--- src/logic/sln_pkg.sv ---
// Package for the serial loop node: constants, carriers and state layout
package sln_pkg;
	// ==========================================================
	// Clock and bit rates
	localparam int SLN_CLK_HZ = 200_000_000; // Node clock, 5 ns period
	localparam int SLN_BAUD_300 = 300;
	localparam int SLN_BAUD_1200 = 1200;
	localparam int SLN_BAUD_4800 = 4800;
	localparam int SLN_BAUD_9600 = 9600;
	localparam int SLN_DIVW = 20; // Width of bit-period counters
	// Clock cycles per bit for each rate
	localparam logic [19:0] SLN_DIV_300 = 20'(SLN_CLK_HZ / SLN_BAUD_300);
	localparam logic [19:0] SLN_DIV_1200 = 20'(SLN_CLK_HZ / SLN_BAUD_1200);
	localparam logic [19:0] SLN_DIV_4800 = 20'(SLN_CLK_HZ / SLN_BAUD_4800);
	localparam logic [19:0] SLN_DIV_9600 = 20'(SLN_CLK_HZ / SLN_BAUD_9600);
	// ==========================================================
	// Message and configuration fields
	localparam int SLN_RW_BIT = 7; // Second byte: 1 marks a write
	localparam int SLN_CFG_MASTER_BIT = 2; // Configuration line: 1 selects master
	localparam logic [7:0] SLN_HOP_MAX = 8'hFF; // Hop count of a read answer
	localparam logic [3:0] SLN_FRAME_SHIFTS = 4'h9; // Data bits plus stop bit
	localparam logic [1:0] SLN_LEN_WRITE = 2'h3; // Bytes in a write message
	localparam logic [1:0] SLN_LEN_READ = 2'h2; // Bytes in a read message
	localparam logic [1:0] SLN_BUF_DEPTH = 2'h2; // Answer buffer entries
	// ==========================================================
	// Carriers
	typedef struct packed {
		logic [7:0] hop; // Hop count
		logic [7:0] ab; // Write flag and local address
		logic [7:0] dat; // Data, used by writes only
	} sln_msg_s;
	typedef struct packed {
		logic [6:0] addr; // Address the answer came from
		logic [7:0] dat; // Value read
	} sln_rsp_s;
	typedef enum logic [2:0] {P_HOP, P_AB, P_DAT, P_ACT, P_SEND, P_DLV} sln_pst_e;
	// Whole state of the node
	typedef struct packed {
		logic rx_s1;
		logic rx_s2;
		logic [3:0] cfg_s1;
		logic [3:0] cfg_s2;
		logic rx_busy;
		logic [19:0] rx_cnt;
		logic [3:0] rx_bit;
		logic [7:0] rx_sh;
		logic rx_vld;
		logic [7:0] rx_byte;
		sln_pst_e pst;
		sln_msg_s msg;
		logic tx_busy;
		logic [19:0] tx_cnt;
		logic [3:0] tx_bit;
		logic [8:0] tx_sh;
		logic tx_line;
		logic [1:0] tx_idx;
		logic [127:0][7:0] mem;
		logic [1:0][14:0] buf_d;
		logic buf_wr;
		logic buf_rd;
		logic [1:0] buf_cnt;
	} sln_state_s;
endpackage

--- src/logic/sln_node.sv ---
// Serial loop node: receives, executes or forwards loop messages
`timescale 1ns/1ps
`default_nettype none
module sln_node
#(
	parameter logic [19:0] DIV_300 = sln_pkg::SLN_DIV_300, // Cycles per bit at 300
	parameter logic [19:0] DIV_1200 = sln_pkg::SLN_DIV_1200, // Cycles per bit at 1200
	parameter logic [19:0] DIV_4800 = sln_pkg::SLN_DIV_4800, // Cycles per bit at 4800
	parameter logic [19:0] DIV_9600 = sln_pkg::SLN_DIV_9600 // Cycles per bit at 9600
)
(
	input wire logic mclk,
	input wire logic rst,
	input wire logic [3:0] cfg_pins,
	input wire logic loop_rx,
	output logic loop_tx,
	input wire logic cmd_valid,
	output logic cmd_ready,
	input wire sln_pkg::sln_msg_s cmd_msg,
	output logic rsp_valid,
	input wire logic rsp_ready,
	output sln_pkg::sln_rsp_s rsp_data
);
	import sln_pkg::*;

	// ==========================================================
	// State registers
	sln_state_s q; // Present state
	sln_state_s next_q; // Next state
	logic master; // Node is the loop master
	logic [19:0] div; // Cycles per bit for the chosen rate
	logic rx_launch; // Hop-state command take by the master
	logic tx_launch; // A byte starts on the line
	logic buf_push; // Answer enters the buffer
	logic buf_pop; // Answer leaves the buffer
	logic [1:0] nbytes; // Length of the held message
	logic [7:0] tx_byte; // Byte chosen for sending

	// Role and rate from the synchronised lines
	assign master = q.cfg_s2[SLN_CFG_MASTER_BIT];
	always_comb
	begin
		case (q.cfg_s2[1:0])
			2'h0: div = DIV_300;
			2'h1: div = DIV_1200;
			2'h2: div = DIV_4800;
			default: div = DIV_9600;
		endcase
	end

	// Message length follows the write flag
	assign nbytes = q.msg.ab[SLN_RW_BIT] ? SLN_LEN_WRITE : SLN_LEN_READ;
	always_comb
	begin
		case (q.tx_idx)
			2'h0: tx_byte = q.msg.hop;
			2'h1: tx_byte = q.msg.ab;
			default: tx_byte = q.msg.dat;
		endcase
	end

	// Handshakes
	assign cmd_ready = master && (q.pst == P_HOP) && !q.rx_vld;
	assign rx_launch = cmd_valid && cmd_ready;
	assign tx_launch = (q.pst == P_SEND) && !q.tx_busy && (q.tx_idx != nbytes);
	assign buf_push = (q.pst == P_DLV) && (q.buf_cnt != SLN_BUF_DEPTH);
	assign buf_pop = rsp_valid && rsp_ready;
	assign rsp_valid = (q.buf_cnt != 2'h0);
	assign rsp_data = q.buf_d[q.buf_rd];
	assign loop_tx = q.tx_line;

	// ==========================================================
	// Next-state logic
	always_comb
	begin
		next_q = q;
		// Two-stage synchronisers for the pins
		next_q.rx_s1 = loop_rx;
		next_q.rx_s2 = q.rx_s1;
		next_q.cfg_s1 = cfg_pins;
		next_q.cfg_s2 = q.cfg_s1;
		next_q.rx_vld = 1'b0;
		// Receiver: find start edge, sample each bit at mid period
		if (!q.rx_busy)
		begin
			if (!q.rx_s2)
			begin
				next_q.rx_busy = 1'b1;
				next_q.rx_cnt = div >> 1;
				next_q.rx_bit = 4'h0;
			end
		end
		else if (q.rx_cnt != 20'h0)
		begin
			next_q.rx_cnt = q.rx_cnt - 20'h1;
		end
		else
		begin
			next_q.rx_cnt = div - 20'h1;
			next_q.rx_bit = q.rx_bit + 4'h1;
			if (q.rx_bit == 4'h0)
			begin
				// False start: line back high at mid start bit
				next_q.rx_busy = !q.rx_s2;
			end
			else if (q.rx_bit != SLN_FRAME_SHIFTS)
			begin
				next_q.rx_sh = {q.rx_s2, q.rx_sh[7:1]}; // LSB first
			end
			else
			begin
				// Stop bit: keep the byte only when framed correctly
				next_q.rx_busy = 1'b0;
				next_q.rx_vld = q.rx_s2;
				next_q.rx_byte = q.rx_sh;
			end
		end
		// Transmitter: start bit, eight data bits, stop bit
		if (tx_launch)
		begin
			next_q.tx_busy = 1'b1;
			next_q.tx_line = 1'b0;
			next_q.tx_sh = {1'b1, tx_byte};
			next_q.tx_bit = SLN_FRAME_SHIFTS;
			next_q.tx_cnt = div - 20'h1;
			next_q.tx_idx = q.tx_idx + 2'h1;
		end
		else if (q.tx_busy)
		begin
			if (q.tx_cnt != 20'h0)
			begin
				next_q.tx_cnt = q.tx_cnt - 20'h1;
			end
			else if (q.tx_bit == 4'h0)
			begin
				next_q.tx_busy = 1'b0; // Stop bit has run its period
			end
			else
			begin
				next_q.tx_line = q.tx_sh[0];
				next_q.tx_sh = {1'b1, q.tx_sh[8:1]};
				next_q.tx_bit = q.tx_bit - 4'h1;
				next_q.tx_cnt = div - 20'h1;
			end
		end
		// Message sequencer
		case (q.pst)
			P_HOP:
			begin
				if (rx_launch)
				begin
					next_q.msg = cmd_msg;
					next_q.pst = P_SEND;
				end
				else if (q.rx_vld)
				begin
					next_q.msg.hop = q.rx_byte;
					next_q.pst = P_AB;
				end
			end
			P_AB:
			begin
				if (q.rx_vld)
				begin
					next_q.msg.ab = q.rx_byte;
					next_q.msg.dat = 8'h00;
					// Third byte awaited only for writes
					next_q.pst = q.rx_byte[SLN_RW_BIT] ? P_DAT : P_ACT;
				end
			end
			P_DAT:
			begin
				if (q.rx_vld)
				begin
					next_q.msg.dat = q.rx_byte;
					next_q.pst = P_ACT;
				end
			end
			P_ACT:
			begin
				if (master)
				begin
					// Returning answers carry data; stray reads are dropped
					next_q.pst = q.msg.ab[SLN_RW_BIT] ? P_DLV : P_HOP;
				end
				else if (q.msg.hop != 8'h00)
				begin
					next_q.msg.hop = q.msg.hop - 8'h01;
					next_q.pst = P_SEND;
				end
				else if (q.msg.ab[SLN_RW_BIT])
				begin
					next_q.mem[q.msg.ab[6:0]] = q.msg.dat;
					next_q.pst = P_HOP;
				end
				else
				begin
					// Answer travels far enough to reach the master
					next_q.msg.hop = SLN_HOP_MAX;
					next_q.msg.ab[SLN_RW_BIT] = 1'b1;
					next_q.msg.dat = q.mem[q.msg.ab[6:0]];
					next_q.pst = P_SEND;
				end
			end
			P_SEND:
			begin
				if (!q.tx_busy && (q.tx_idx == nbytes))
				begin
					next_q.tx_idx = 2'h0;
					next_q.pst = P_HOP;
				end
			end
			P_DLV:
			begin
				if (buf_push)
				begin
					next_q.pst = P_HOP; // Waits here while buffer is full
				end
			end
			default: next_q.pst = P_HOP;
		endcase
		// Two-entry answer buffer
		if (buf_push)
		begin
			next_q.buf_d[q.buf_wr] = {q.msg.ab[6:0], q.msg.dat};
			next_q.buf_wr = !q.buf_wr;
		end
		if (buf_pop)
		begin
			next_q.buf_rd = !q.buf_rd;
		end
		next_q.buf_cnt = q.buf_cnt + {1'b0, buf_push} - {1'b0, buf_pop};
	end

	// ==========================================================
	// State register
	always_ff @(posedge mclk)
	begin
		if (rst)
		begin
			q <= '0;
			q.rx_s1 <= 1'b1; // Idle line is high
			q.rx_s2 <= 1'b1;
			q.tx_line <= 1'b1;
		end
		else
		begin
			q <= next_q;
		end
	end

	// ==========================================================
	// Checks
	AST_WRITE_DATA: assert property (@(posedge mclk) disable iff (rst)
		(q.pst == P_AB) && q.rx_vld && q.rx_byte[SLN_RW_BIT] |=> (q.pst == P_DAT))
		else $error("write address byte did not await data");
	AST_READ_NODATA: assert property (@(posedge mclk) disable iff (rst)
		(q.pst == P_AB) && q.rx_vld && !q.rx_byte[SLN_RW_BIT] |=> (q.pst == P_ACT))
		else $error("read message awaited a data byte");
	AST_SLAVE_ACTS: assert property (@(posedge mclk) disable iff (rst)
		(q.pst == P_ACT) && !master && (q.msg.hop == 8'h00)
		|=> ($past(q.msg.ab[SLN_RW_BIT]) ? (q.pst == P_HOP) : (q.pst == P_SEND)))
		else $error("slave did not execute a zero-hop message");
	AST_FORWARD: assert property (@(posedge mclk) disable iff (rst)
		(q.pst == P_ACT) && !master && (q.msg.hop != 8'h00)
		|=> (q.pst == P_SEND) && (q.msg.hop == $past(q.msg.hop) - 8'h01))
		else $error("forwarded hop count not reduced by one");
	AST_STORE: assert property (@(posedge mclk) disable iff (rst)
		(q.pst == P_ACT) && !master && (q.msg.hop == 8'h00) && q.msg.ab[SLN_RW_BIT]
		|=> (q.mem[$past(q.msg.ab[6:0])] == $past(q.msg.dat)))
		else $error("write did not store data at address");
	AST_READ_ANSWER: assert property (@(posedge mclk) disable iff (rst)
		(q.pst == P_ACT) && !master && (q.msg.hop == 8'h00) && !q.msg.ab[SLN_RW_BIT]
		|=> (q.msg.hop == SLN_HOP_MAX) && (q.pst == P_SEND)
		&& (q.msg.dat == $past(q.mem[q.msg.ab[6:0]])))
		else $error("read answer malformed");
	AST_MASTER_ONLY: assert property (@(posedge mclk) disable iff (rst)
		!master |-> !cmd_ready && !buf_push)
		else $error("slave took a command or an answer");
	AST_START_BIT: assert property (@(posedge mclk) disable iff (rst)
		tx_launch |=> (!loop_tx) [*2])
		else $error("start bit not driven low");
	AST_RATE: assert property (@(posedge mclk) disable iff (rst)
		(q.cfg_s2[1:0] == 2'h3) |-> (div == DIV_9600))
		else $error("rate select mismatch");
endmodule
`default_nettype wire

--- config.mk ---
export PLATFORM = sky130hd
export DESIGN_NAME = sln_node
export DESIGN_NICKNAME = d
export VERILOG_FILES = /design/src/logic/sln_pkg.sv /design/src/logic/sln_node.sv
export SDC_FILE = /design/constraint.sdc
export NUM_CORES = 2
export LEC_CHECK = 0
export ABC_AREA = 1
export ABC_CLOCK_PERIOD_IN_PS = 2450
export BUFFER_PORTS_ARGS = -buffer_cell sky130_fd_sc_hd__buf_2
export CORE_ASPECT_RATIO = 0.7
export CORE_UTILIZATION = 25
export CTS_BUF_LIST = sky130_fd_sc_hd__clkbuf_16
export CTS_CLUSTER_SIZE = 10
export DETAILED_ROUTE_END_ITERATION = 16
export GPL_TIMING_DRIVEN = 0
export SYNTH_ARGS = -nofsm -noshare
export SYNTH_HDL_FRONTEND = slang
export SYNTH_SLANG_ARGS = --single-unit
--- constraint.sdc ---
create_clock -name mclk -period 2.45 [get_ports mclk]
set_input_delay 0.3675 -clock mclk [delete_from_list [all_inputs] [get_ports mclk]]
set_output_delay 0.3675 -clock mclk [all_outputs]
set_load 0.01 [all_outputs]
# Word level (Yosys, flattened, before mapping)
# Cells that the tools add are included.
# totals
reg_bits	1172
in_bits	33
output_inout_bits	18
wordCells	305
# op_classes
add_sub_neg	9
n_lt_le_gt_ge	5
n_eq_ne	27
mux	58
n_bitwise	8
reduce_logical	43
# op_table
op	n
bitwise mux 1024 bit	1
2-to-1 mux 35 bit	2
one-hot mux 20 bit (3 select lines)	1
subtractor 20 x 1 -> 20 bit (second input constant)	3
binary-select mux 8 bit (select 7 bit)	1
demux 8 bit (select 7 bit)	1
2-to-1 mux 8 bit	7
2-to-1 mux 25 bit	2
2-to-1 mux 15 bit	3
2-to-1 mux 20 bit	2
nonzero test 20 bit	2
2-to-1 mux 34 bit	1
2-to-1 mux 11 bit	3
2-to-1 mux 16 bit	2
one-hot mux 8 bit (2 select lines)	2
one-hot mux 8 bit (4 select lines)	1
bitwise mux 30 bit	1
2-to-1 mux 9 bit	3
!= test 2 bit (second input constant)	12
2-to-1 mux 21 bit	1
2-to-1 mux 3 bit	7
one-hot mux 3 bit (6 select lines)	1
2-to-1 mux 17 bit	1
AND reduction 4 bit	4
42 further kinds	86

# Depth between registers and ports, before layout
# depth
word_depth	7
depth_mapped	17
depth_no_buf	14

# Worst setup path after synthesis
# Ideal clock, no wire load.
# synth_path
kind	flip-flop to flip-flop
from	register q[1121] (netlist bit)
to	register q[167] (netlist bit)
setup_ps	80
arrival_ps	2258
t_required_ps	2370
path_slack_ps	112
stages_incl_launch_ff	15
n_path_buf	3
synth_period_minus_slack_ps	2338
path_cell_list	dfxtp_1 buf_2 nor2_4 inv_2 nor2_8 inv_2 nor2_4 nand4_4 nor2_8 buf_8 nand4_4 nor2_4 buf_4 nor2_1 a211oi_2
# synth_between
elab_chain_len	2
# synth_lines
item	line	text
start, declared	sln_node.sv:28	sln_state_s q;
start signal, assigned	sln_node.sv:248	q <= next_q;
equality test 3 x 2 -> 1 bit	sln_node.sv:147	case (q.pst)
AND reduction 4 bit (no source line)	-	
# Every way passes these cells.
# A chain may end at the register's enable or synchronous reset.

# Worst setup path after layout
# layout_path
from	register q[1103] (netlist bit)
to	register q[1098] (netlist bit)
# layout_between
elab_chain_len	6
# layout_lines
item	line	text
binary-select mux 8 bit (select 7 bit)	sln_node.sv:201	next_q.msg.dat = q.mem[q.msg.ab[6:0]];
2-to-1 mux 8 bit (not written as such)	sln_node.sv:201	
2-to-1 mux 8 bit	sln_node.sv:191	else if (q.msg.ab[SLN_RW_BIT])
2-to-1 mux 8 bit	sln_node.sv:186	else if (q.msg.hop != 8'h00)
2-to-1 mux 8 bit	sln_node.sv:181	if (master)
one-hot mux 8 bit (4 select lines)	sln_node.sv:147	
# Every way passes these cells. The select of a mux whose other input is x is not followed.

==> results_tabular.tex <==
\begin{tabular}{lr}
\hline
Metric & Value \\
\hline
\multicolumn{2}{l}{\textbf{Outcome}} \\
Result of the run & complete, but fails checks \\
Violations in the final reports & max-capacitance violations, max-slew violations, negative setup slack \\
\multicolumn{2}{l}{\textbf{Global routing}} \\
Pin count of the biggest net entering global routing & 15 \\
Antenna violations before repair & 15 \\
Global-route congestion overflow total & 0 \\
Vias in the first global route & 49.1k \\
Total GRT Usage & 0.196 \\
First-pass GRT wire length & 333000 um \\
\multicolumn{2}{l}{\textbf{Final layout}} \\
Post-route non-filler standard cell count & 11.4k \\
Number of nets in the layout & 8455 \\
Fraction of layout instances using a drive strength above 1 & 0.198 \\
Final Util & 0.320 \\
Area growth syn-to-layout & 26.9\% \\
\multicolumn{2}{l}{\textbf{Synth}} \\
Number of warning messages in the yosys log & 0 \\
Synthesized flop and latch total & 1172 \\
Portion of the post-synthesis area used by sequential elements & 0.415 \\
Post-synthesis cell area & 56500 um\^{}2 \\
Mean area per synthesized cell & 7.18 um\^{}2 \\
Post-synthesis cell count & 7876 \\
Total nets after synthesis & 7928 \\
Cell type with the largest total area after synthesis & dfxtp\_1 \\
Biggest area contributors in the synthesized netlist & dfxtp\_1, a211oi\_1, nor2\_1, nand2\_1, inv\_1 \\
Number of different library cells in the post-synthesis netlist & 44 \\
Fraction of post-synthesis cell area in the top cell type by area & 0.415 \\
\multicolumn{2}{l}{\textbf{Setup path}} \\
Start-to-end type of the worst setup path & reg2reg \\
Nature of the critical path startpoint & register \\
Type of destination of the critical path & register \\
Reg2Reg Launch Point & q[1103] \\
Critical path launch point & q[1103] \\
Maximum fanout count along the critical path & 10 \\
Worst path required time & 3080 ps \\
Crit path DAT & 3310 ps \\
\multicolumn{2}{l}{\textbf{Clock tree}} \\
Clock slew at the register clock pins of the worst setup and hold paths & 60 ps \\
TritonCTS Sinks & 1172 \\
Inserted Clock Buffers & 143 \\
Clock insertion delay at the later pin of the skew report & 810 ps \\
CTS tree & done \\
Maximum count of clock buffers along a single path & 4 \\
Level count of the clock H-tree & 4 \\
CTS Root Cell & clkbuf\_16 \\
\multicolumn{2}{l}{\textbf{Die}} \\
Vertical die dimension & 400 um \\
Standard-cell rows & 145 \\
Area inside the core boundary & 224000 um\^{}2 \\
Die ar. & 228000 um\^{}2 \\
Starting density of the core & 0.252 \\
Number of top-level pins & 51 \\
Die width & 570 um \\
\multicolumn{2}{l}{\textbf{Power and ir drop}} \\
Power per Cell Area & 916 nW/um\^{}2 \\
Leakage & 0.0269 uW \\
Total power after layout & 65700 uW \\
Peak supply drop & 0.000724 V \\
\multicolumn{2}{l}{\textbf{Routing}} \\
First-pass detailed-route iteration total & 8 \\
Detailed router's first-iteration violation count & 7897 \\
Post-DR wirelength/cell & 20.8 um \\
Via/cell ratio & 4.99 \\
Antenna Violating Nets Remaining & 0 \\
Final routed wirelength across all metal layers & 238000 um \\
Detailed-route via count & 57.1k \\
DRC violations left & 0 \\
\multicolumn{2}{l}{\textbf{STA}} \\
Crit share post-route & 1.09 \\
Total negative slack for setup checks & -11910 ps \\
Worst Clk Skew & 40.3 ps \\
Fin. max-slew vios & 11 \\
Relative slew slack & -0.0702 \\
Number of failing hold endpoints at the final stage & 0 \\
Setup violators final & 270 \\
Least-Margin Pin Slew & 1610 ps \\
Unrepaired setup endpoints after global routing & true \\
Period minus WS final & 2680 ps \\
Smallest setup slack after layout & -232 ps \\
Highest attainable clock frequency & 373 MHz \\
Hold\_ws & 29.2 ps \\
\multicolumn{2}{l}{\textbf{Placement}} \\
Number of input and output port buffers inserted & 48 \\
Placed Instances & 10.9k \\
Detailed Place HPWL & 165000 um \\
Global placer's final weighted congestion & 0.985 \\
\multicolumn{2}{l}{\textbf{Min path}} \\
Hold Path Origin & cmd\_msg[6] \\
Min-delay worst type & in2reg \\
\multicolumn{2}{l}{\textbf{Flow run}} \\
Max\_cap viols & 1 \\
\hline
\end{tabular}
[kinds of logic (layout without fill, tap and decap cells)]
logic type      Yosys count  count (layout)  synth area share
compound gates         1388            1388             0.186
xor+xnor                 32              32           0.00496
fa+ha+maj                19              19           0.00421
buf+inv                1533            2070             0.109
flops                  1172            1172             0.415
other cells               0               4                 0
simple gates           3732            3733             0.281
[path summary, 6_finish.rpt]
kind / end / slack (ps) / depth (start not counted)
setup / recovery: q[1098] / -230 / 17
hold / removal: q[1101] / 30 / 5
setup reg to reg: q[1098] / -230 / 17
hold reg to reg: master / 400 / 2
[cells in the mapped netlist, drive strengths merged]
cell     number
a211oi     1032
a21oi       107
a22oi         2
a31oi        32
a32o          1
a41oi         1
and3          3
buf         167
clkbuf      431
clkinv       12
dfxtp      1172
ha           19
inv         923
nand2      1386
nand3       470
nand3b        3
nand4        19
nor2       1687
nor3         39
nor3b         1
nor4          6
o2111ai       3
o211ai       42
o21ai       152
o221ai        1
o22a          1
o22ai        10
o31a          1
o31ai         2
o32a          1
or2         117
or3           1
xnor2        12
xor2         20
[worst max-delay path, stage by stage (launching register included)]
cell	delay [ps]
dfxtp_2	330
buf_12	160
buf_12	180
clkbuf_16	210
clkbuf_8	200
nand2_1	60
nand3_1	110
nand2_1	60
nor2_1	170
nor2_1	110
nor2_2	240
nand2_1	90
nand2_1	110
nand2_4	100
o21ai_2	180
nand2_1	70
nand2_1	60
a21oi_1	50
[layer usage]
| metal | part of all wire | GRT usage | routed length (um) |
|---|---|---|---|
| met5 | 0.00024 | 0.00146 | 57 |
| met4 | 0.026 | 0.0490 | 6300 |
| met3 | 0.15 | 0.0683 | 35100 |
| met2 | 0.37 | 0.247 | 86900 |
| met1 | 0.46 | 0.302 | 109000 |
[through the flow]
stage	instance area, um^2	setup WS, ps
after floorplan	56500	112
after global placement	60500	-2400
after detailed placement	60500	-2410
after CTS	68400	-98.2
after global routing	71700	-264
final	71700	-232
[power breakdown]
part / internal (uW) / switching, uW / total, uW
registers: 19400 / 345 / 19700
logic: 7330 / 19600 / 26900
clock network: 10600 / 8430 / 19100
[layout by cell type (no fill, tap or decap), drive strengths merged, types with 117 or more instances in the layout]
master	instances
nand2	1386
nor2	1688
or2	117
buf	544
inv	924
nand3	470
o21ai	152
a211oi	1032
dfxtp	1172
clkbuf	570
[sequential cells by signal (all words and copies together) (netlist names)]
name     flops
master       1
loop_tx      1
next_q       4
q         1166
[repair_timing]
| item | CTS | global route |
|---|---|---|
| endpoints found under the setup margin | 1131 | 1102 |
| pin swaps | 93 | 177 |
| hold buffers | 12 | 0 |
| resized for setup | 961 | 466 |
| cloned | 13 | 78 |
| endpoints found under the hold margin | 12 | 0 |
| setup buffers | 59 | 184 |
[layout make-up]
type                            count  area (um^2)
Sequential cell                  1172        23500
Timing Repair Buffer              392         3460
Clock inverter                      8         52.6
Tap cell                         3013         3770
Buffer                            587         4790
Clock buffer                      148         3700
Fill cell                       24000       152000
Multi-Input combinational cell   5172        28900
Antenna cell                        4         10.0
Inverter                          935         3560
Note: power is estimated with default switching activity, not from simulation.
